`src/common/cstr_pkg.sv`:
```
// Operation
// Six-entry return address store, program counter values only, no software access.
// Call or interrupt acknowledge saves the PC at the index, then index plus one.
// Return reloads the PC from the last saved entry, index minus one.
// Index is zero after reset and reads zero when all six entries are full.
// Full store: interrupt flag still set, acknowledge withheld until a return.
// Call on full store still proceeds, losing the oldest saved PC.
// Index register read-only, index in bits 2..0, upper bits zero, reset zero.
// Index counts modulo six in both directions.
// ALU result goes to its target and the status flags are updated.
// ALU does add, subtract, decimal adjust, logic, rotates, inc, dec, skip tests. The ALU here has no skip tests.
// Program memory is 4K words of 16 bits, fetch and table read anywhere.
// Reset loads the PC with 000H and execution starts there.
// Table address is formed from the low and high table pointer bytes.
// Table read: low byte to named data register, high byte to table_high_byte.
// Normal table reads target sector 0; extended variants reach other sectors.
// Every table instruction takes two instruction cycles.
// table_high_byte is readable and writable by software.
// Instruction cycle is four phases; PC advances and fetch happens in the first.
// PC is 12 bits; PC loads cost one extra cycle for the discarded fetch.
// Second table read cycle uses the memory port and holds the sequence.
// Stack entries are a circular buffer indexed by the level index.
package cstr_pkg;
	localparam int unsigned STACK_DEPTH   = 6;
	localparam int unsigned PC_W          = 12;
	localparam int unsigned WORD_W        = 16;
	localparam int unsigned PHASES        = 4;
	localparam logic [11:0] RESET_VECTOR  = 12'h000;
	// Register byte addresses on the bus
	localparam logic [7:0]  ADDR_LEVEL    = 8'h00;
	localparam logic [7:0]  ADDR_TBL_LO   = 8'h04;
	localparam logic [7:0]  ADDR_TBL_HI   = 8'h08;
	localparam logic [7:0]  ADDR_TBL_HB   = 8'h0C;
	localparam logic [7:0]  ADDR_PC       = 8'h10;
	localparam logic [7:0]  ADDR_STATUS   = 8'h14;
	localparam logic [7:0]  ADDR_SECTOR   = 8'h18;
	// Status flag positions
	localparam int unsigned FLAG_C  = 0;
	localparam int unsigned FLAG_AC = 1;
	localparam int unsigned FLAG_Z  = 2;
	localparam int unsigned FLAG_OV = 3;
	typedef enum logic [3:0] {
		ALU_ADD, ALU_ADC, ALU_SUB, ALU_SBC, ALU_DAA, ALU_AND, ALU_OR, ALU_XOR,
		ALU_CPL, ALU_RR, ALU_RRC, ALU_RL, ALU_RLC, ALU_INC, ALU_DEC, ALU_PASS
	} cstr_alu_op_t;
	typedef enum logic [1:0] {ST_RUN, ST_FLUSH, ST_TBL} cstr_seq_t;
endpackage : cstr_pkg

```
`src/rtl/cstr_core.sv`:
```
// Register access over AHB-Lite and the register addresses were chosen for this implementation.
`timescale 1ns/10ps
module cstr_core (
	// Clock and reset
	input  wire logic                    clk_in,
	input  wire logic                    nrst_in,
	// AHB-Lite slave
	input  wire logic                    hsel_in,
	input  wire logic [31:0]             haddr_in,
	input  wire logic [1:0]              htrans_in,
	input  wire logic                    hwrite_in,
	input  wire logic [2:0]              hsize_in,
	input  wire logic [31:0]             hwdata_in,
	input  wire logic                    hready_in,
	output logic      [31:0]             hrdata_out,
	output logic                         hreadyout_out,
	output logic                         hresp_out,
	// Sequencer controls, sampled at the first phase
	input  wire logic                    call_in,
	input  wire logic [11:0]             call_target_in,
	input  wire logic                    return_from_sub_in,
	input  wire logic                    return_from_irq_in,
	input  wire logic                    irq_pending_in,
	input  wire logic [11:0]             irq_vector_in,
	input  wire logic                    table_fetch_in,
	input  wire logic                    ext_table_fetch_in,
	input  wire logic [7:0]              table_dest_in,
	// ALU request
	input  wire logic                    alu_valid_in,
	input  wire cstr_pkg::cstr_alu_op_t  alu_op_in,
	input  wire logic [7:0]              alu_a_in,
	input  wire logic [7:0]              alu_b_in,
	output logic      [7:0]              alu_result_out,
	output logic                         alu_result_valid_out,
	// Program memory port
	output logic      [11:0]             pmem_addr_out,
	input  wire logic [15:0]             pmem_data_in,
	// Sequencer outputs
	output logic      [11:0]             pc_out,
	output logic                         phase1_out,
	output logic                         irq_ack_out,
	output logic                         stall_out,
	output logic                         table_wr_out,
	output logic      [7:0]              table_wr_addr_out,
	output logic      [1:0]              table_wr_sector_out,
	output logic      [7:0]              table_wr_data_out
);
	localparam int unsigned D = cstr_pkg::STACK_DEPTH;
	// Index arithmetic is three bits wide and wraps after the sixth entry
	if (D != 6) begin : g_bad_depth
		$error("cstr_core: stack depth must be six");
	end
	if (cstr_pkg::PC_W != 12) begin : g_bad_pc
		$error("cstr_core: program counter must be twelve bits");
	end

	function automatic logic [2:0] idx_inc(input logic [2:0] i);
		idx_inc = (i == 3'(D - 1)) ? 3'h0 : 3'(i + 3'h1);
	endfunction : idx_inc
	function automatic logic [2:0] idx_dec(input logic [2:0] i);
		idx_dec = (i == 3'h0) ? 3'(D - 1) : 3'(i - 3'h1);
	endfunction : idx_dec

	logic [11:0]           stack_q [D];
	logic [2:0]            level_q;
	logic                  full_q;
	logic [11:0]           pc_q;
	logic [1:0]            phase_q;
	cstr_pkg::cstr_seq_t   seq_q;
	logic [7:0]            tbl_lo_q;
	logic [7:0]            tbl_hi_q;
	logic [7:0]            table_high_byte_q;
	logic [1:0]            sector_q;
	logic [7:0]            dest_q;
	logic [7:0]            status_q;
	logic [7:0]            alu_res_q;
	logic                  alu_v_q;
	logic                  tw_q;
	logic [7:0]            tw_data_q;
	logic                  ack_q;
	// Set once the first stalled instruction cycle has run out
	logic                  tail_q;
	// Bus data-phase state
	logic                  dp_wr_q;
	logic                  dp_rd_q;
	logic [7:0]            dp_addr_q;
	logic [31:0]           rdata_q;

	// Sequencer decode at the start of each instruction cycle
	wire phase1      = (phase_q == 2'h0);
	wire cyc_end     = (phase_q == 2'(cstr_pkg::PHASES - 1));
	wire run         = (seq_q == cstr_pkg::ST_RUN);
	wire do_ret      = run && phase1 && (return_from_sub_in || return_from_irq_in);
	// A full store holds off the acknowledge; the pending flag itself lives outside
	wire do_ack      = run && phase1 && irq_pending_in && !full_q && !do_ret;
	wire do_call     = run && phase1 && call_in && !do_ack && !do_ret;
	wire do_tbl      = run && phase1 && (table_fetch_in || ext_table_fetch_in) && !do_ack && !do_ret && !call_in;
	wire do_push     = do_call || do_ack;
	wire [2:0] top   = idx_dec(level_q);
	// Only the low nibble of the high pointer reaches the twelve-bit address
	wire [11:0] tbl_addr = {tbl_hi_q[3:0], tbl_lo_q};

	// Bus address decode
	wire        ap_valid = hsel_in && hready_in && htrans_in[1];
	wire        ap_wr    = ap_valid && hwrite_in;
	wire        ap_rd    = ap_valid && !hwrite_in;
	wire        hit_lo   = (dp_addr_q == cstr_pkg::ADDR_TBL_LO);
	wire        hit_hi   = (dp_addr_q == cstr_pkg::ADDR_TBL_HI);
	wire        hit_hb   = (dp_addr_q == cstr_pkg::ADDR_TBL_HB);
	wire        hit_sec  = (dp_addr_q == cstr_pkg::ADDR_SECTOR);
	wire [7:0]  ra       = haddr_in[7:0];
	wire [31:0] rd_mux   = (ra == cstr_pkg::ADDR_LEVEL)  ? {29'h0, level_q} :
	                       (ra == cstr_pkg::ADDR_TBL_LO) ? {24'h0, tbl_lo_q} :
	                       (ra == cstr_pkg::ADDR_TBL_HI) ? {24'h0, tbl_hi_q} :
	                       (ra == cstr_pkg::ADDR_TBL_HB) ? {24'h0, table_high_byte_q} :
	                       (ra == cstr_pkg::ADDR_PC)     ? {20'h0, pc_q} :
	                       (ra == cstr_pkg::ADDR_STATUS) ? {24'h0, status_q} :
	                       (ra == cstr_pkg::ADDR_SECTOR) ? {30'h0, sector_q} : 32'h0000_0000;

	// ALU: 9-bit sums give carry; nibble sums give aux carry
	logic [8:0] sum;
	logic [4:0] nib;
	logic [7:0] res;
	logic       cout;
	logic       ovf;
	always_comb begin
		sum  = 9'h000;
		nib  = 5'h00;
		res  = 8'h00;
		cout = status_q[cstr_pkg::FLAG_C];
		ovf  = status_q[cstr_pkg::FLAG_OV];
		case (alu_op_in)
			cstr_pkg::ALU_ADD, cstr_pkg::ALU_ADC: begin
				sum  = {1'b0, alu_a_in} + {1'b0, alu_b_in}
				       + {8'h00, (alu_op_in == cstr_pkg::ALU_ADC) & status_q[cstr_pkg::FLAG_C]};
				nib  = {1'b0, alu_a_in[3:0]} + {1'b0, alu_b_in[3:0]};
				res  = sum[7:0];
				cout = sum[8];
				ovf  = (alu_a_in[7] == alu_b_in[7]) && (res[7] != alu_a_in[7]);
			end
			cstr_pkg::ALU_SUB, cstr_pkg::ALU_SBC: begin
				// Carry set means no borrow
				sum  = {1'b0, alu_a_in} + {1'b0, ~alu_b_in}
				       + {8'h00, (alu_op_in == cstr_pkg::ALU_SUB) | status_q[cstr_pkg::FLAG_C]};
				nib  = {1'b0, alu_a_in[3:0]} + {1'b0, ~alu_b_in[3:0]} + 5'h01;
				res  = sum[7:0];
				cout = sum[8];
				ovf  = (alu_a_in[7] != alu_b_in[7]) && (res[7] != alu_a_in[7]);
			end
			cstr_pkg::ALU_DAA: begin
				sum = {1'b0, alu_a_in};
				if (alu_a_in[3:0] > 4'h9 || status_q[cstr_pkg::FLAG_AC]) sum = sum + 9'h006;
				if (sum[8:4] > 5'h09 || status_q[cstr_pkg::FLAG_C]) sum = sum + 9'h060;
				res  = sum[7:0];
				cout = sum[8] | status_q[cstr_pkg::FLAG_C];
			end
			cstr_pkg::ALU_AND: res = alu_a_in & alu_b_in;
			cstr_pkg::ALU_OR:  res = alu_a_in | alu_b_in;
			cstr_pkg::ALU_XOR: res = alu_a_in ^ alu_b_in;
			cstr_pkg::ALU_CPL: res = ~alu_a_in;
			cstr_pkg::ALU_RR:  res = {alu_a_in[0], alu_a_in[7:1]};
			cstr_pkg::ALU_RL:  res = {alu_a_in[6:0], alu_a_in[7]};
			cstr_pkg::ALU_RRC: begin
				res  = {status_q[cstr_pkg::FLAG_C], alu_a_in[7:1]};
				cout = alu_a_in[0];
			end
			cstr_pkg::ALU_RLC: begin
				res  = {alu_a_in[6:0], status_q[cstr_pkg::FLAG_C]};
				cout = alu_a_in[7];
			end
			cstr_pkg::ALU_INC: res = alu_a_in + 8'h01;
			cstr_pkg::ALU_DEC: res = alu_a_in - 8'h01;
			default:           res = alu_a_in;
		endcase
	end
	// Status byte: overflow, zero, aux carry and carry in bits 3 to 0, upper bits zero
	wire [7:0] status_d = {4'h0, ovf, (res == 8'h00), nib[4], cout};

	// Stack and level index
	// A pop from an empty store wraps to the top entry, as the index does
	always_ff @(posedge clk_in or negedge nrst_in) begin
		if (!nrst_in) begin
			level_q <= 3'h0;
			full_q  <= 1'b0;
			for (int i = 0; i < D; i++) stack_q[i] <= 12'h000;
		end else if (do_push) begin
			stack_q[level_q] <= pc_q;
			level_q <= idx_inc(level_q);
			full_q  <= full_q || (level_q == 3'(D - 1));
		end else if (do_ret) begin
			level_q <= top;
			full_q  <= 1'b0;
		end
	end

	// Phase counter, program counter and sequencer
	always_ff @(posedge clk_in or negedge nrst_in) begin
		if (!nrst_in) begin
			phase_q <= 2'h0;
			pc_q    <= cstr_pkg::RESET_VECTOR;
			seq_q   <= cstr_pkg::ST_RUN;
			dest_q  <= 8'h00;
			ack_q   <= 1'b0;
			tail_q  <= 1'b0;
		end else begin
			phase_q <= cyc_end ? 2'h0 : 2'(phase_q + 2'h1);
			ack_q   <= do_ack;
			if (do_ret) begin
				pc_q  <= stack_q[top];
				seq_q <= cstr_pkg::ST_FLUSH;
			end else if (do_ack) begin
				pc_q  <= irq_vector_in;
				seq_q <= cstr_pkg::ST_FLUSH;
			end else if (do_call) begin
				pc_q  <= call_target_in;
				seq_q <= cstr_pkg::ST_FLUSH;
			end else if (do_tbl) begin
				pc_q   <= 12'(pc_q + 12'h001);
				dest_q <= table_dest_in;
				seq_q  <= cstr_pkg::ST_TBL;
			end else if (run && phase1) begin
				pc_q <= 12'(pc_q + 12'h001);
			end else if (cyc_end && !run) begin
				// The stall covers the rest of this cycle and one whole cycle after it
				if (tail_q) begin
					seq_q  <= cstr_pkg::ST_RUN;
					tail_q <= 1'b0;
				end else begin
					tail_q <= 1'b1;
				end
			end
		end
	end

	// Table fetch, ALU flags and bus registers
	// The word is taken at the end of the second table cycle
	wire tbl_cap = (seq_q == cstr_pkg::ST_TBL) && tail_q && cyc_end;
	always_ff @(posedge clk_in or negedge nrst_in) begin
		if (!nrst_in) begin
			table_high_byte_q <= 8'h00;
			tbl_lo_q  <= 8'h00;
			tbl_hi_q  <= 8'h00;
			sector_q  <= 2'h0;
			tw_q      <= 1'b0;
			tw_data_q <= 8'h00;
			status_q  <= 8'h00;
			alu_res_q <= 8'h00;
			alu_v_q   <= 1'b0;
			dp_wr_q   <= 1'b0;
			dp_rd_q   <= 1'b0;
			dp_addr_q <= 8'h00;
			rdata_q   <= 32'h0000_0000;
		end else begin
			tw_q    <= tbl_cap;
			alu_v_q <= alu_valid_in;
			dp_wr_q <= ap_wr;
			dp_rd_q <= ap_rd;
			if (ap_valid) dp_addr_q <= ra;
			if (ap_rd) rdata_q <= rd_mux;
			// Flags move only when an operation is issued, so idle cycles keep them
			if (alu_valid_in) begin
				alu_res_q <= res;
				status_q  <= status_d;
			end
			// Hardware table load takes priority over a software write in the same cycle
			if (tbl_cap) begin
				tw_data_q         <= pmem_data_in[7:0];
				table_high_byte_q <= pmem_data_in[15:8];
			end else if (dp_wr_q && hit_hb) begin
				table_high_byte_q <= hwdata_in[7:0];
			end
			if (dp_wr_q && hit_lo) tbl_lo_q <= hwdata_in[7:0];
			if (dp_wr_q && hit_hi) tbl_hi_q <= hwdata_in[7:0];
			if (dp_wr_q && hit_sec) sector_q <= hwdata_in[1:0];
		end
	end

	// Extended flag of the last table fetch request, normal or extended
	logic ext_q;
	always_ff @(posedge clk_in or negedge nrst_in) begin
		if (!nrst_in) ext_q <= 1'b0;
		else if (do_tbl) ext_q <= ext_table_fetch_in;
	end

	// The table address owns the port only in the second table cycle; flush cycles and the first table cycle fetch from the PC
	assign pmem_addr_out        = (seq_q == cstr_pkg::ST_TBL && tail_q) ? tbl_addr : pc_q;
	assign stall_out            = !run;
	assign pc_out               = pc_q;
	assign phase1_out           = phase1;
	assign irq_ack_out          = ack_q;
	assign table_wr_out         = tw_q;
	assign table_wr_addr_out    = dest_q;
	assign table_wr_sector_out  = ext_q ? sector_q : 2'h0;
	assign table_wr_data_out    = tw_data_q;
	assign alu_result_out       = alu_res_q;
	assign alu_result_valid_out = alu_v_q;
	// Outside the data phase the read bus shows zero
	assign hrdata_out           = dp_rd_q ? rdata_q : 32'h0000_0000;
	assign hreadyout_out        = 1'b1;
	assign hresp_out            = 1'b0;
endmodule : cstr_core

```
`config.mk`:
```
export PLATFORM = sky130hd
export DESIGN_NAME = cstr_core
export DESIGN_NICKNAME = d
export VERILOG_FILES = /design/src/common/cstr_pkg.sv /design/src/rtl/cstr_core.sv
export SDC_FILE = /design/constraint.sdc
export NUM_CORES = 1
export LEC_CHECK = 0
export BUFFER_PORTS_ARGS = -buffer_cell sky130_fd_sc_hd__buf_2
export CAP_MARGIN = 20
export CORE_ASPECT_RATIO = 0.6
export CORE_MARGIN = 4
export CORE_UTILIZATION = 35
export CTS_CLUSTER_DIAMETER = 120
export DETAILED_ROUTE_END_ITERATION = 8
export GPL_ROUTABILITY_DRIVEN = 0
export GPL_TIMING_DRIVEN = 0
export PLACE_DENSITY = 0.53
export SLEW_MARGIN = 10
export SYNTH_ARGS = -nofsm -noshare
export SYNTH_HDL_FRONTEND = slang
export SYNTH_SLANG_ARGS = --single-unit
export TNS_END_PERCENT = 100
```
`constraint.sdc`:
```
create_clock -name clk_in -period 3.3 [get_ports clk_in]
set_input_delay 0.495 -clock clk_in [delete_from_list [all_inputs] [get_ports clk_in]]
set_output_delay 0.495 -clock clk_in [all_outputs]
set_load 0.05 [all_outputs]
```
## Yosys cells after proc, flatten, opt, wreduce, memory -nomap -nowiden

Cells that the tools add are included.

- Bits of input ports: 149
- Word-level logic and storage cells: 202
- Register bits after elaboration: 193
- Output and inout port bits: 89

- Order comparisons: 5
- Eq/ne operators: 32
- Reductions and logical operators: 58
- Bitwise operators: 16
- Add/subtract/negate cells: 15
- Muxes and demuxes: 46

Operators with widths:

| cell | number |
|---|---|
| $mux 12 | 14 |
| $pmux 8 s13 | 1 |
| $bwmux 72 | 1 |
| $bmux 12 s3 | 1 |
| $demux 12 s3 | 1 |
| $mux 9 | 4 |
| $eq 8x4->1 const B | 4 |
| $eq 8x5->1 const B | 4 |
| $mux 32 | 1 |
| $eq 4x4->1 const B | 7 |
| $logic_and 1x1->1 | 26 |
| $mux 2 | 10 |
| $reduce_bool 5->1 | 4 |
| $add 8x8->9 | 2 |
| $add 9x1->9 | 2 |
| $eq 4x3->1 const B | 4 |
| $eq 8x3->1 const B | 2 |
| $logic_not 8->1 | 2 |
| $mux 8 | 2 |
| $not 8->8 | 2 |
| $add 12x1->12 const B | 1 |
| $mux 3 | 4 |
| $add 4x4->5 | 2 |
| $pmux 5 s2 | 1 |
| 42 further kinds | 70 |

## Depth between registers and ports, before layout

- Word-level depth: 13
- Depth in mapped cells: 15
- Depth with buffers taken out: 12

## Worst setup path after synthesis

No wires, ideal clock.

- Kind: input to register
- Start: input alu_op_in[1]
- End: register status_q[2]
- Path buffers: 3
- Path slack: -326 ps
- Setup time: 92 ps
- Stages: 15
- Arrival time: 3534 ps
- Cell sequence: buf_2 -> buf_2 -> buf_2 -> nor3_1 -> nand3_1 -> fa_1 -> fa_1 -> nand2b_1 -> a21oi_1 -> mux2i_1 -> xnor2_1 -> a211o_1 -> a2111oi_4 -> nand4b_1 -> o31ai_2

- Longest elaborated chain between the ends: 5
- Elaborated cells on any way between the ends: 23

RTL lines:

| element | line | source |
|---|---|---|
| start, declared | cstr_core.sv:30 | `input wire cstr_pkg::cstr_alu_op_t alu_op_in,` |
| $eq 4x2->1 or $eq 4x1->1 (tied branches) | n/a |  |
| $or 1x1->1 or $and 1x1->1 (tied branches) | cstr_core.sv:144, cstr_core.sv:135 |  |
| $add 9x1->9 (on tied branches) | cstr_core.sv:144, cstr_core.sv:135 |  |
| $pmux 8 s13 * | cstr_core.sv:132 | `case (alu_op_in)` |
| $logic_not 8->1 * | cstr_core.sv:177 | `wire [7:0] status_d = {4'h0, ovf, (res == 8'h00), nib[4], cout};` |
| end signal, assigned | cstr_core.sv:263 | `status_q <= status_d;` |
| end, declared | cstr_core.sv:75 | `logic [7:0] status_q;` |

Every way passes the cells marked *; elsewhere a longest branch is shown, timed or not.
A chain may end at the register's enable or synchronous reset.

## Final worst setup path

- Start: input alu_op_in[2]
- End: register status_q[2]

The elaborated chain is that of the path after synthesis.

==> impl_results.md <==
* Slew of the pin with the lowest slew margin at 997 ps
* RR Startpoint: status_q[0]
* Final Setup Violations at 1
* Failing checks: setup timing
* Clock Sinks at 173
* Clock slew at reported path FFs at 70 ps
* GRT Total Usage at 20.8%
* Sw power at 3.75 mW
* Area Growth Syn to Fin at 22.0%
* Initial antenna violation count at 1
* FFs w/ async S/R, synth at 100%
* Fill cells at 3099
* Final worst-path cycle share at 102%
* Dpl cell area at 12500 sq um
* Seq pwr share at 33.8%
* Layout cell share with drive strength beyond 1 at between 30% and 40%
* Routed vias/inst at 5.30
* Mean Syn Cell Area at about 9.5 sq um
* Die extent in x at 237 microns
* Xor and xnor fraction of the mapped netlist area at 2.22%
* TritonCTS Buffers at 17
* DRT antenna net count at 0
* DRT Pass-1 Iters at 6
* WL/cell at 20.1 microns
* Fin area at roughly 13000 sq um
* Internal at 4.75 mW
* Worst path max stage delay at 550 ps
* Port buffer count at 159
* Synthesized flop and latch total at 173
* Vias in the first global route at around 9100
* Vias at 9629
* Multiplexer share of the synthesized area at 16.1%
* Compound-cell area share of the yosys netlist at 15.2%
* Max cap viols at 0
* Startpoint types: primary input
* Row cnt at 50
* H-tree depth at 4
* Tmin final at 3380 ps
* Largest family of logic cells by synthesized area: simple AND/OR/NAND/NOR gates
* Switching Share at 44.1%
* Nets at 1576
* Final HPWL DP at 28100 microns
* HP Class: in2async
* CTS tree: yes
* RSZ-0062 raised after global routing: yes
* Max transition margin at between 30% and 40%
* Post-Syn Instances at approximately 1200
* WP buf/inv at 2
* Clock latency on the worst-skew pair at 440 ps
* Sequential element share of the synthesized area at 39.2%
* Worst Path Required at 3650 ps
* Largest net degree at the start of global routing at 104
* Adder-cell share of the synthesized area at 4.99%
* Height of the chip at 146 microns
* PD cells at 632 nW/um^2
* Most Crowded Layer GR: met1
* Worst-case clock buffer depth at 2
* Simple-gate area share of the yosys netlist at between 15 and 20%
* Die ar. at 34500 sq um
* Post-layout util at 43.2%
* Setup WS post-layout at -80.4 ps
* Family with the most delay on the worst path: compound AO/OA/AOI/OAI gates
* Root Driver: clkbuf_16
* Unique masters post-synth at between 70 and 80
* CP Capture Type: flop
* Ys flop type: dfrtp_1
* Fin Hold WS at 2.03 ps
* Arrival time worst endpoint at around 3700 ps
* EDFF count, synth at 0
* Run status: finished, violations left
* Worst vdd ir at 0.501 mV
* Dpl cells at around 1800
* Met2 usage at 26.9%
* IO Count at 238
* Flop2flop setup slack at -40 ps
* Final WL at 36500 microns
* Count leader, synth: dfrtp_1
* Reg-to-reg endpoint: status_q[2]
* Worst clock skew at 13.0 ps
* Met1 Usage GRT at 32.6%
* Most frequent cells after synthesis: dfrtp_1 (173), nand2_1 (147), mux2_2 (110)
* Area contributors post-synth: dfrtp_1 (39%), mux2_2 (11%), nand2_1 (5.0%)
* Post-Syn Area at about 11000 sq um
* Critical path, cell by cell: buf_4 > buf_12 > nor3_4 > nand3_2 > fa_2 > fa_2 > nor2_1 > o21ai_1 > o2111ai_2 > o31ai_2 > a21oi_2 > a2111oi_4 > nand4b_1 > o31ai_2
* First-pass GRT wire length at ~56000 microns
* GR Util met3 at 7.77%
* Drt drc at 0
* Max Slew Vio Count at 0
* Achievable Freq at 0.296 GHz
* Clock network fraction of total power at between 20% and 30%
* Final global-route overflow total at 0
* Ys Warns at 0
* Dpl ws at -947 ps
* Reg2Reg Depth at 12
* Synth area leader: dfrtp_1
* Core Footprint at 31200 sq um
* Post-route insts no fill at 1816
* DR iter-0 viols at 893
* Leak at 6.35 nW
* Top-area cell type share of the netlist area at between 30% and 40%
* Starting density of the core at 35.4%
* Crit path max fanout at 5
* Fin. Hold Viols at 0
* Crit Path Class: in2reg
* Slowest CP cell: fa_2
* Gate power share at 42.7%
[final cells by class]
class | count | area (sq um) | share of cell area, %
multi-input combinational | 875 | 6230 | 46.2
tap | 416 | 520 | 3.87
clock buffer | 18 | 439 | 3.26
buffer | 91 | 559 | 4.15
clock inverter | 14 | 136 | 1.01
inverter | 43 | 164 | 1.22
antenna | 1 | 2.50 | 0.0186
sequential | 173 | 4330 | 32.2
timing repair buffer | 185 | 1080 | 8.06
[stage by stage]
| stage | power, mW | setup TNS (ps) |
|---|---|---|
| after floorplan | 5.33 | -43.6 |
| after global placement | 6.41 | -214050 |
| after detailed placement | 6.44 | -4730 |
| after CTS | 8.49 | -30.3 |
| after global routing | 8.98 | -132 |
| final | 8.50 | -80.4 |
[power groups by stage]
stage	combinational, mW	clock, mW	sequential [mW]
2_1_floorplan	1.94	0	3.40
3_3_place_gp	3.51	0	2.90
3_5_place_dp	3.53	0	2.91
4_1_cts	3.56	2.06	2.87
5_1_grt	3.88	2.16	2.94
6_report	3.63	1.99	2.88
[per-layer routing]
layer / vias up / wire length, microns / part of all wire [%]
li1: 4537 / - / -
met1: 4679 / 18300 / 50
met2: 374 / 14000 / 39
met3: 39 / 3550 / 9.7
met4: 0 / 577 / 1.6
met5: - / 0 / 0
[logic make-up after synthesis]
family,after synthesis
and+or+nand+nor,380
AOI/OAI and AO/OA,257
DFF,173
muxes,147
buffers and inverters,139
adders and majority gates,41
xor gates and xnor gates,28
other,2
[repair_timing]
action	in CTS	in global routing
setup buffers	10	12
endpoints found under the hold margin	0	0
pin swaps	10	16
hold buffers	0	0
setup endpoints to repair	4	5
resized for setup	26	31
gates cloned	0	1
[worst max path at each step]
stage / startpoint / cells after the start / slack, ps / to
3_5_place_dp: alu_op_in[0] / 15 / -950 / status_q[2]
6_report: alu_op_in[2] / 14 / -80 / status_q[2]
2_1_floorplan: alu_op_in[1] / 15 / -40 / status_q[2]
3_3_place_gp: nrst_in / 1 / -1250 / stack_q[8]
4_1_cts: alu_op_in[3] / 15 / -30 / status_q[2]
5_1_grt: alu_op_in[2] / 14 / -130 / status_q[2]
[sequential cells by signal (all words and copies together), names as in the netlist, 8 cells and up]
name / count
rdata_q: 12
pc_out: 12
stack_q: 72
table_wr_data_out: 8
tbl_hi_q: 8
dp_addr_q: 8
alu_result_out: 8
table_high_byte_q: 8
tbl_lo_q: 8
table_wr_addr_out: 8
[worst register-to-register path, cell delays in order (launching register included)]
cell and delay (ps):
dfrtp_2 450, inv_4 110, o31ai_4 80, fa_2 390
fa_2 380, nand2b_1 140, a22o_1 170, mux2i_1 90
xnor2_1 160, a211o_2 390, a2111oi_4 390, nand4b_1 250
o31ai_2 250
[cell usage in the layout, fill, tap and decap left out, types with 6 or more instances in the layout]
cell type,count
a211oi_1,9
a21o_1,9
a21oi_1,60
a22oi_1,6
a31oi_1,16
and2_1,15
and3_1,11
buf_2,166
buf_4,49
clkbuf_1,39
clkbuf_16,18
conb_1,22
dfrtp_1,171
ha_1,36
inv_1,37
inv_6,7
mux2_2,110
mux2i_1,23
mux4_2,13
nand2_1,147
nand2b_1,14
nand3_1,19
nand3b_1,6
nor2_1,99
nor2b_1,9
nor3_1,20
nor3b_1,7
o211ai_1,6
o21ai_0,58
o21ai_1,9
o22ai_1,12
o31ai_1,10
or3_1,6
xnor2_1,16
xor2_1,11
Power figures use the tool's default switching activity.
